**config.mk**
```make
export PLATFORM = sky130hd
export DESIGN_NAME = conv_cfg_regs
export DESIGN_NICKNAME = d
export VERILOG_FILES = /design/src/conv_cfg_pkg.sv /design/src/conv_cfg_regs.sv
export SDC_FILE = /design/constraint.sdc
export NUM_CORES = 1
export LEC_CHECK = 0
export ABC_AREA = 1
export BUFFER_PORTS_ARGS = -buffer_cell sky130_fd_sc_hd__buf_2
export CAP_MARGIN = 20
export CELL_PAD_IN_SITES_DETAIL_PLACEMENT = 0
export CELL_PAD_IN_SITES_GLOBAL_PLACEMENT = 1
export CORE_UTILIZATION = 41
export CTS_CLUSTER_DIAMETER = 120
export CTS_CLUSTER_SIZE = 8
export DETAILED_ROUTE_END_ITERATION = 6
export PLACE_DENSITY = 0.74
export SLEW_MARGIN = 40
export SYNTH_ARGS = -nofsm -noshare
export SYNTH_HDL_FRONTEND = slang
export SYNTH_SLANG_ARGS = --single-unit
```
**constraint.sdc**
```tcl
create_clock -name i_clk -period 3.42 [get_ports i_clk]
set_input_delay 0.513 -clock i_clk [delete_from_list [all_inputs] [get_ports i_clk]]
set_output_delay 0.513 -clock i_clk [all_outputs]
set_load 0.03 [all_outputs]
```
**src/conv_cfg_pkg.sv**
```systemverilog
/*
 * Constants shared by the converter configuration register bank:
 * register addresses, field positions, reset values and serial-port framing.
 * Assumes a 13-bit register address carried in a 16-bit instruction word.
 */
package conv_cfg_pkg;

    // ------------------------------------------------------------------
    // Register addresses
    // ------------------------------------------------------------------
    localparam logic [12:0] ADDR_CLOCK_DIVIDE     = 13'h00b;
    localparam logic [12:0] ADDR_OUTPUT_MODE      = 13'h014;
    localparam logic [12:0] ADDR_OUTPUT_CLK_DELAY = 13'h017;
    localparam logic [12:0] ADDR_REF_RANGE        = 13'h018;
    localparam logic [12:0] ADDR_SIG_LOW          = 13'h024;
    localparam logic [12:0] ADDR_SIG_HIGH         = 13'h025;
    localparam logic [12:0] ADDR_DITHER           = 13'h030;
    localparam logic [12:0] ADDR_SYNC_CTL         = 13'h100;

    // ------------------------------------------------------------------
    // Reset values
    // ------------------------------------------------------------------
    localparam logic [7:0] RST_CLOCK_DIVIDE     = 8'h00;
    localparam logic [7:0] RST_OUTPUT_MODE      = 8'h00;
    localparam logic [7:0] RST_OUTPUT_CLK_DELAY = 8'h00;
    localparam logic [7:0] RST_REF_RANGE        = 8'hc0;
    localparam logic [7:0] RST_DITHER           = 8'h00;
    localparam logic [2:0] RST_SYNC_CTL         = 3'h0;

    // ------------------------------------------------------------------
    // Field positions
    // ------------------------------------------------------------------
    localparam int BIT_MASTER_SYNC   = 0;
    localparam int BIT_DIV_SYNC      = 1;
    localparam int BIT_NEXT_ONLY     = 2;
    localparam int BIT_OUTPUT_TYPE   = 6;
    localparam int BIT_DITHER        = 4;
    localparam int DIV_RATIO_MSB     = 2;
    localparam int DELAY_MSB         = 4;
    localparam int REF_LSB           = 6;

    // ------------------------------------------------------------------
    // Serial frame: 16 instruction bits then 8 data bits, MSB first
    // ------------------------------------------------------------------
    localparam logic [4:0] INSTR_BITS   = 5'h10;
    localparam logic [4:0] LAST_BIT     = 5'h17;
    localparam logic [1:0] STRAP_SETTLE = 2'h2;

endpackage

```
**src/conv_cfg_regs.sv**
```systemverilog
/*
 * Register bank and clock divider sync control of the converter.
 * Assumes the serial port pins and the sync and strap pins are asynchronous
 * to i_clk; all are oversampled through two flip-flops. The serial clock
 * must stay below roughly a tenth of i_clk.
 */
// How it works
// - Sync pulses do nothing while the master sync enable bit is clear.
// - Sync pulses reach the divider only while divider sync enable is set.
// - With both enables set and next-only clear, every pulse realigns.
// - With next-only also set, only the first pulse realigns the divider.
// - After that first realign, hardware clears divider sync enable.
// - Output standard is taken from the strap pin after reset.
// - Software may select LVDS outputs through the output type bit.
// - Input clock divides by the three-bit ratio plus one.
`timescale 1ns/1ps
module conv_cfg_regs
(
    input  wire logic        i_clk,          // Sample clock, 200 MHz
    input  wire logic        i_arst_n,       // Asynchronous reset, low
    input  wire logic        i_sclk,         // Serial port clock pin
    input  wire logic        i_port_select_n,// Serial port select, low
    input  wire logic        i_sdio,         // Serial data pin, input side
    input  wire logic        i_sync,         // External sync pin
    input  wire logic        i_output_select,// Output standard strap pin
    input  wire logic [15:0] i_signature,    // Self-test signature
    output logic             o_sdio,         // Serial data pin, output side
    output logic             o_sdio_oe,      // Serial data drive enable
    output logic             o_div_tick,     // Divided clock enable pulse
    output logic             o_lvds_mode,    // 1 = LVDS, 0 = CMOS
    output logic             o_dither_en,    // Dither enable
    output logic [1:0]       o_ref_range,    // Reference range select
    output logic [4:0]       o_clk_delay,    // Output clock delay code
    output logic             o_sync_active   // Sync logic powered
);

    typedef struct packed {
        logic [1:0]  sclk_s;
        logic        sclk_d;
        logic [1:0]  csn_s;
        logic [1:0]  sdi_s;
        logic [1:0]  sync_s;
        logic        sync_d;
        logic [1:0]  strap_s;
        logic [1:0]  strap_cnt;
        logic        strap_done;
        logic [4:0]  bit_cnt;
        logic [15:0] instr;
        logic [7:0]  wdata;
        logic [7:0]  rdata;
        logic        sdo;
        logic        sdo_oe;
        logic [7:0]  clk_div;
        logic [7:0]  out_mode;
        logic [7:0]  clk_delay;
        logic [7:0]  ref_range;
        logic [7:0]  dither;
        logic [2:0]  sync_ctl;
        logic [15:0] sig;
        logic [2:0]  div_cnt;
        logic        div_tick;
    } state_s;

    state_s r;
    state_s next_r;
    logic [1:0] rst_s;
    logic       rst_n;
    logic       sclk_rise;
    logic       sclk_fall;
    logic       sync_edge;
    logic       realign;
    logic       wr_commit;

    // ------------------------------------------------------------------
    // Reset release
    // ------------------------------------------------------------------
    always_ff @(posedge i_clk or negedge i_arst_n)
    begin
        if (!i_arst_n)
            rst_s <= 2'h0;
        else
            rst_s <= {rst_s[0], 1'b1};
    end
    assign rst_n = rst_s[1];

    // Read mux; bits 7 to 3 of sync control are not stored at all.
    function automatic logic [7:0] read_reg(input state_s s,
                                            input logic [12:0] a);
        case (a)
            conv_cfg_pkg::ADDR_CLOCK_DIVIDE:     read_reg = s.clk_div;
            conv_cfg_pkg::ADDR_OUTPUT_MODE:      read_reg = s.out_mode;
            conv_cfg_pkg::ADDR_OUTPUT_CLK_DELAY: read_reg = s.clk_delay;
            conv_cfg_pkg::ADDR_REF_RANGE:        read_reg = s.ref_range;
            conv_cfg_pkg::ADDR_SIG_LOW:          read_reg = s.sig[7:0];
            conv_cfg_pkg::ADDR_SIG_HIGH:         read_reg = s.sig[15:8];
            conv_cfg_pkg::ADDR_DITHER:           read_reg = s.dither;
            conv_cfg_pkg::ADDR_SYNC_CTL:
                read_reg = {5'h00, s.sync_ctl};
            default:                             read_reg = 8'h00;
        endcase
    endfunction

    assign sclk_rise = r.sclk_s[1] & ~r.sclk_d;
    assign sclk_fall = ~r.sclk_s[1] & r.sclk_d;
    assign sync_edge = r.sync_s[1] & ~r.sync_d;
    assign wr_commit = ~r.csn_s[1] & sclk_rise
                       & (r.bit_cnt == conv_cfg_pkg::LAST_BIT)
                       & ~r.instr[15];
    assign realign = sync_edge
                     & r.sync_ctl[conv_cfg_pkg::BIT_MASTER_SYNC]
                     & r.sync_ctl[conv_cfg_pkg::BIT_DIV_SYNC];

    // ------------------------------------------------------------------
    // Next state
    // ------------------------------------------------------------------
    always_comb
    begin
        logic [12:0] a;
        logic [7:0]  d;
        a = r.instr[12:0];
        d = {r.wdata[6:0], r.sdi_s[1]};
        next_r = r;
        next_r.sclk_s  = {r.sclk_s[0], i_sclk};
        next_r.sclk_d  = r.sclk_s[1];
        next_r.csn_s   = {r.csn_s[0], i_port_select_n};
        next_r.sdi_s   = {r.sdi_s[0], i_sdio};
        next_r.sync_s  = {r.sync_s[0], i_sync};
        next_r.sync_d  = r.sync_s[1];
        next_r.strap_s = {r.strap_s[0], i_output_select};
        next_r.sig     = i_signature;

        // Strap is caught once the synchroniser has filled after reset.
        if (!r.strap_done)
        begin
            if (r.strap_cnt == conv_cfg_pkg::STRAP_SETTLE)
            begin
                next_r.strap_done = 1'b1;
                next_r.out_mode[conv_cfg_pkg::BIT_OUTPUT_TYPE] =
                    r.strap_s[1];
            end
            else
                next_r.strap_cnt = r.strap_cnt + 2'h1;
        end

        // Input clock divider.
        if (realign)
            next_r.div_cnt = 3'h0;
        else if (r.div_cnt == r.clk_div[conv_cfg_pkg::DIV_RATIO_MSB:0])
            next_r.div_cnt = 3'h0;
        else
            next_r.div_cnt = r.div_cnt + 3'h1;
        next_r.div_tick = (next_r.div_cnt == 3'h0);
        if (realign && r.sync_ctl[conv_cfg_pkg::BIT_NEXT_ONLY])
            next_r.sync_ctl[conv_cfg_pkg::BIT_DIV_SYNC] = 1'b0;

        // Serial port: sample on rising sclk, shift out on falling sclk.
        if (r.csn_s[1])
        begin
            next_r.bit_cnt = 5'h00;
            next_r.sdo_oe  = 1'b0;
        end
        else
        begin
            if (sclk_rise)
            begin
                if (r.bit_cnt < conv_cfg_pkg::INSTR_BITS)
                    next_r.instr = {r.instr[14:0], r.sdi_s[1]};
                else
                    next_r.wdata = d;
                if (r.bit_cnt != conv_cfg_pkg::LAST_BIT)
                    next_r.bit_cnt = r.bit_cnt + 5'h01;
            end
            if (sclk_fall && r.instr[15]
                && r.bit_cnt >= conv_cfg_pkg::INSTR_BITS)
            begin
                if (r.bit_cnt == conv_cfg_pkg::INSTR_BITS && !r.sdo_oe)
                begin
                    next_r.rdata  = {read_reg(r, a)} << 1;
                    next_r.sdo    = read_reg(r, a) >> 7 != 8'h00;
                    next_r.sdo_oe = 1'b1;
                end
                else
                begin
                    next_r.sdo   = r.rdata[7];
                    next_r.rdata = {r.rdata[6:0], 1'b0};
                end
            end
        end

        // A write landing with the hardware clear wins: it is newer intent.
        if (wr_commit)
        begin
            case (a)
                conv_cfg_pkg::ADDR_CLOCK_DIVIDE:     next_r.clk_div   = d;
                conv_cfg_pkg::ADDR_OUTPUT_MODE:
                    next_r.out_mode = d;
                conv_cfg_pkg::ADDR_OUTPUT_CLK_DELAY: next_r.clk_delay = d;
                conv_cfg_pkg::ADDR_REF_RANGE:        next_r.ref_range = d;
                conv_cfg_pkg::ADDR_DITHER:           next_r.dither    = d;
                conv_cfg_pkg::ADDR_SYNC_CTL:
                    next_r.sync_ctl = d[2:0];
                default:
                    next_r.sig = i_signature;
            endcase
        end
    end

    always_ff @(posedge i_clk or negedge rst_n)
    begin
        if (!rst_n)
        begin
            r           <= '0;
            r.csn_s     <= 2'h3;
            r.clk_div   <= conv_cfg_pkg::RST_CLOCK_DIVIDE;
            r.out_mode  <= conv_cfg_pkg::RST_OUTPUT_MODE;
            r.clk_delay <= conv_cfg_pkg::RST_OUTPUT_CLK_DELAY;
            r.ref_range <= conv_cfg_pkg::RST_REF_RANGE;
            r.dither    <= conv_cfg_pkg::RST_DITHER;
            r.sync_ctl  <= conv_cfg_pkg::RST_SYNC_CTL;
        end
        else
            r <= next_r;
    end

    assign o_sdio        = r.sdo;
    assign o_sdio_oe     = r.sdo_oe;
    assign o_div_tick    = r.div_tick;
    assign o_lvds_mode   = r.out_mode[conv_cfg_pkg::BIT_OUTPUT_TYPE];
    assign o_dither_en   = r.dither[conv_cfg_pkg::BIT_DITHER];
    assign o_ref_range   = r.ref_range[7:conv_cfg_pkg::REF_LSB];
    assign o_clk_delay   = r.clk_delay[conv_cfg_pkg::DELAY_MSB:0];
    assign o_sync_active = r.sync_ctl[conv_cfg_pkg::BIT_MASTER_SYNC];

    logic [2:0] ratio;
    logic [7:0] sync_rd;
    assign ratio   = r.clk_div[conv_cfg_pkg::DIV_RATIO_MSB:0];
    assign sync_rd = read_reg(r, conv_cfg_pkg::ADDR_SYNC_CTL);
endmodule

```
Yosys cells after proc, flatten, opt, wreduce, memory -nomap -nowiden
Index checks and enable logic that the tools add are counted.

Bits of input ports: 23. Output and inout port bits: 13. Bits in registers: 119. Word-level logic and storage cells: 106.

Bitwise gates (word level): 16. Eq/ne operators: 13. Add/subtract/negate cells: 3. $lt $le $gt $ge: 2. Multiplexer cells: 23. Reductions and logical operators: 22.

Operators with widths (number): case mux 8 bit (8 select lines) (1); 2-to-1 mux 50 bit (1); equality test 13 x 5 -> 1 bit, second input constant (3); equality test 13 x 6 -> 1 bit, second input constant (3); 2-to-1 mux 8 bit (4); 2-to-1 mux 29 bit (1); AND reduction 2 bit (10); 2-to-1 mux 16 bit (1); equality test 13 x 4 -> 1 bit, second input constant (1); equality test 13 x 9 -> 1 bit, second input constant (1); equality test 5 bit, second input constant (2); 2-to-1 mux 5 bit (2); 2-to-1 mux 3 bit (3); 2-to-1 mux 9 bit (1); bitwise AND 1 bit (8); 2-to-1 mux 1 bit (8); NOT 1 bit (8); nonzero test 2 bit (4); 2-to-1 mux 7 bit (1); AND reduction 3 bit (2); adder 5 x 1 -> 5 bit, second input constant (1); >= comparator 5 bit, second input constant (1); < comparator 5 bit, second input constant (1); inequality test 5 bit, second input constant (1); other kinds (7) (10).

Logic depth before layout (Yosys ltp)
Depth in word-level cells: 8. Depth in mapped cells: 13. Mapped depth without buffers: 12.

Worst setup path after synthesis
Ideal clock, no wire load.

Path kind: register -> register. From: register r[97] (netlist bit). To: register r[52] (netlist bit). Arrival time: 1522 ps. Period minus slack after synthesis: 1649 ps. Required time: 3293 ps. Buffers on the path: 1. Path slack: 1771 ps. Cell stages (with the launch flop): 10. Library setup time: 127 ps. Path through: dfrtp_1 -> ha_1 -> nand2_1 -> inv_1 -> nand2_1 -> nor4_4 -> nand3_1 -> buf_2 -> nand2_1 -> o21ai_0.

Cells in the longest elaborated chain, start to end: 4.

RTL lines: from (decl) (line conv_cfg_regs.sv:64) `state_s r;`; from (signal assigned) (line conv_cfg_regs.sv:222) `r <= next_r;`; equality test 5 bit (line conv_cfg_regs.sv:107) `& (r.bit_cnt == conv_cfg_pkg::LAST_BIT)`; bitwise AND 1 bit (line conv_cfg_regs.sv:107); bitwise AND 1 bit (line conv_cfg_regs.sv:108) `& ~r.instr[15];`; AND reduction 2 bit (no line).

No other way between the ends. A chain may end at the register's enable or synchronous reset.

Worst setup path in the final report
From: register r[92] (netlist bit). To: register r[52] (netlist bit).

Cells in the longest elaborated chain, start to end: 2.

RTL lines: equality test 13 x 5 -> 1 bit (line conv_cfg_regs.sv:193) `case (a)`; AND reduction 2 bit (no line).

No other way between the ends.

==> flow_summary.toml <==
[run_status]
status = "finished with violations"
violations = "design-rule violations"

[sta]
fin_setup_tns_ns = 0
slew_violations = 0
rsz0062_at_grt = "false"
max-slew-margin-rel_pct = 54.5
hold_viol = 0
whs_ns = 0.189
setup_viol_count_final = 0
fin_crit_sh_pct = 66.5
skew_ns = 0.00891
fin_crit_ns = 2.27
fmax_ghz = 0.440
worst_pin_slew_ns = 0.682
layout_setup_ws_ns = 1.15

[placed_design]
port_buffers = 35
placed_area_um2 = 5260
dp_slack_ns = 1.12
place_congestion = 0.791
hpwlAfterDp_um = 7380
post-place-cells = 724

[run]
drv_cap = 0

[global_routing]
antenna_found_initial = 0
grt_pass1_vias = 3728
track_usage_pct = 19.8
grt_max_degree = 45
gr-total-overflow = 0
grt_pass1_wl_um = 18800

[drt]
vias = 3732
highest_layer = "met4"
drt_pre_antenna_iters = 7
via_per_inst = 4.93
route.met3.wl_um = 387
wl_met1_um = 5450
drtIter0Drc = 263
wl_per_cell_um = 14.4
wl_met2_um = 4890
final_antenna_net_count = 0
drc = 2
wl_um = 10900

[floorplan]
rows = 39
num_io_pins = 36
die_height_um = 112
floorplan.initialDensity_pct = 42.8
dieArea_um2 = 12600
core_um2 = 11600
die_w_um = 112

[yosys]
yosys.area.top_type = "dfrtp_1"
synth_cell_types = 25
synthDominantCellAreaShare_pct = 56.9
syn_avg_cell_area_um2 = 8.79
ys_warn_count = 0
synth.area.top_cells = "dfrtp_1 (57%), nand2_1 (13%), o21ai_0 (6.5%)"
synth_area_um2 = 4970
syn_inst = 565
synth-seq-cells = 117
seq_area_frac_synth_pct = 59.0
syn_nets = 592

[hold_path]
hp-start = "i_port_select_n"
hp-class = "primary input to flop"

[worst_setup_path]
r2r_slack_ns = 1.15
worstSetupPathType = "flop to flop"
worst_ep_arrival_time_ns = 2.55
crit_start = "r[92]$_DFFE_PN0P_"
crit_path_max_fanout = 32
r2r-start = "r[92]$_DFFE_PN0P_"
r2r_cells = 6
startpoint_type = "flop"
reg2reg_to = "r[52]$_DFFE_PN0P_"
cp-end-kind = "flop"
endpoint = "r[52]$_DFFE_PN0P_"
cp.required_ns = 3.70

[power_and_ir_drop]
max-vdd-ir-drop_v = 0.000316
p_per_area_nw_per_um2 = 587
power_leakage_nw = 2.84
total_power_mw = 3.43

[clock_network]
cts_buffers = 17
clk_path_buf_depth = 2
clock_latency_ns = 0.42
clk_pin_slew_ns = 0.06
htree_num_levels = 4
postCtsSetupBuffers = 0
cts_tree = "done"
holdBufCountCts = 1
cts.repair.resized = 0
clockRootBuffer = "clkbuf_16"
clock_sinks = 117

[cells_and_area]
layout.nets = 628
drive_above_1_share_pct = 14.2
utilization_pct = 50.3
diodes = 0
area.growth.synth_to_final_pct = 17.7
final_area_um2 = 5850
finalNonFillerCells = 757
fill_cells = 1110
cells by family (layout without fill, tap and decap cells):
logic type	count (synthesis)	after routing	synth area share, %
flip-flops	117	117	59.0
multiplexers	3	3	0.680
XOR/XNOR	6	6	1.06
other	1	1	0.0755
buffers and inverters	67	116	5.72
AO/OA/AOI/OAI	72	72	7.35
adder cells (fa/ha/maj)	4	4	1.01
AND/OR/NAND/NOR	295	295	25.1
worst min-delay path by stage:
stage | to | slack, ns | depth (start not counted)
3_5_place_dp | rst_s[0]$_DFF_PN0_ | 0.30 | 1
3_3_place_gp | rst_s[0]$_DFF_PN0_ | 0.30 | 1
2_1_floorplan | rst_s[0]$_DFF_PN0_ | 0.22 | 0
6_report | next_r[113]$_DFF_PN1_ | 0.19 | 1
5_1_grt | next_r[113]$_DFF_PN1_ | 0.18 | 1
4_1_cts | next_r[113]$_DFF_PN1_ | 0.17 | 1
placed cells by master (no fill, tap or decap):
cell / n
conb_1: 1
and2_1: 1
xor2_1: 3
inv_1: 45
o21ai_0: 65
nand4_1: 6
clkinv_2: 5
a21oi_1: 5
clkinv_4: 1
dfstp_2: 4
nor2_2: 3
dlygate4sd3_1: 1
a221oi_1: 1
clkbuf_16: 17
nor4_4: 1
inv_6: 1
ha_1: 4
nor2_4: 3
buf_2: 35
buf_4: 1
bufinv_16: 1
nand3_1: 59
xnor2_1: 3
mux2_2: 3
nand2_2: 2
dfrtp_1: 112
buf_12: 2
nand2_1: 168
clkbuf_8: 3
nor2_1: 50
clkinvlp_4: 4
dfrtp_4: 1
nor3_1: 2
o22ai_1: 1
sequential cells by signal (all words and copies together) (netlist names):
signal         flops
o_lvds_mode        1
o_ref_range        2
o_sdio_oe          1
o_clk_delay        5
o_dither_en        1
o_sdio             1
o_sync_active      1
next_r             7
r                 95
o_div_tick         1
rst_s              2
layout make-up:
cell class              count  area [um2]  share of cell area, %
clock buffers              20         467                   7.98
clock inverters            12         103                   1.76
inverters                  45         169                   2.89
multi-input cells         381        1760                   30.1
flip-flops and latches    117        2940                   50.2
well taps                 143         179                   3.06
repair buffers             39         233                   3.98
per-layer routing:
layer / vias to the layer above / track usage [%]
li1: 1887 / -
met1: 1767 / 26.8
met2: 60 / 29.6
met3: 18 / 5.56
met4: 0 / 8.98
met5: - / 0
synth_stat cells:
cell type    n
nand2_1    169
dfrtp_1    113
o21ai_0     65
nand3_1     59
nor2_1      50
inv_1       45
clkbuf_1    10
buf_4        7
nand4_1      6
a21oi_1      5
buf_2        5
dfstp_2      4
ha_1         4
nor2_2       4
mux2_2       3
xnor2_1      3
xor2_1       3
nor2_4       2
nor3_1       2
a221oi_1     1
and2_1       1
conb_1       1
nand2_2      1
nor4_4       1
o22ai_1      1
critical path, stage by stage, from the launching register on:
cell,delay (ns)
dfrtp_1,0.40
nor2_1,0.15
nand2_1,0.12
nor2_4,0.54
nand3_1,0.61
nand2_1,0.20
o21ai_0,0.11
power by group:
part / total (mW) / internal (mW) / switching (mW)
logic: 0.236 / 0.0694 / 0.166
registers: 1.51 / 1.45 / 0.0580
clock network: 1.69 / 1.05 / 0.638
Power figures use the tool's default switching activity.
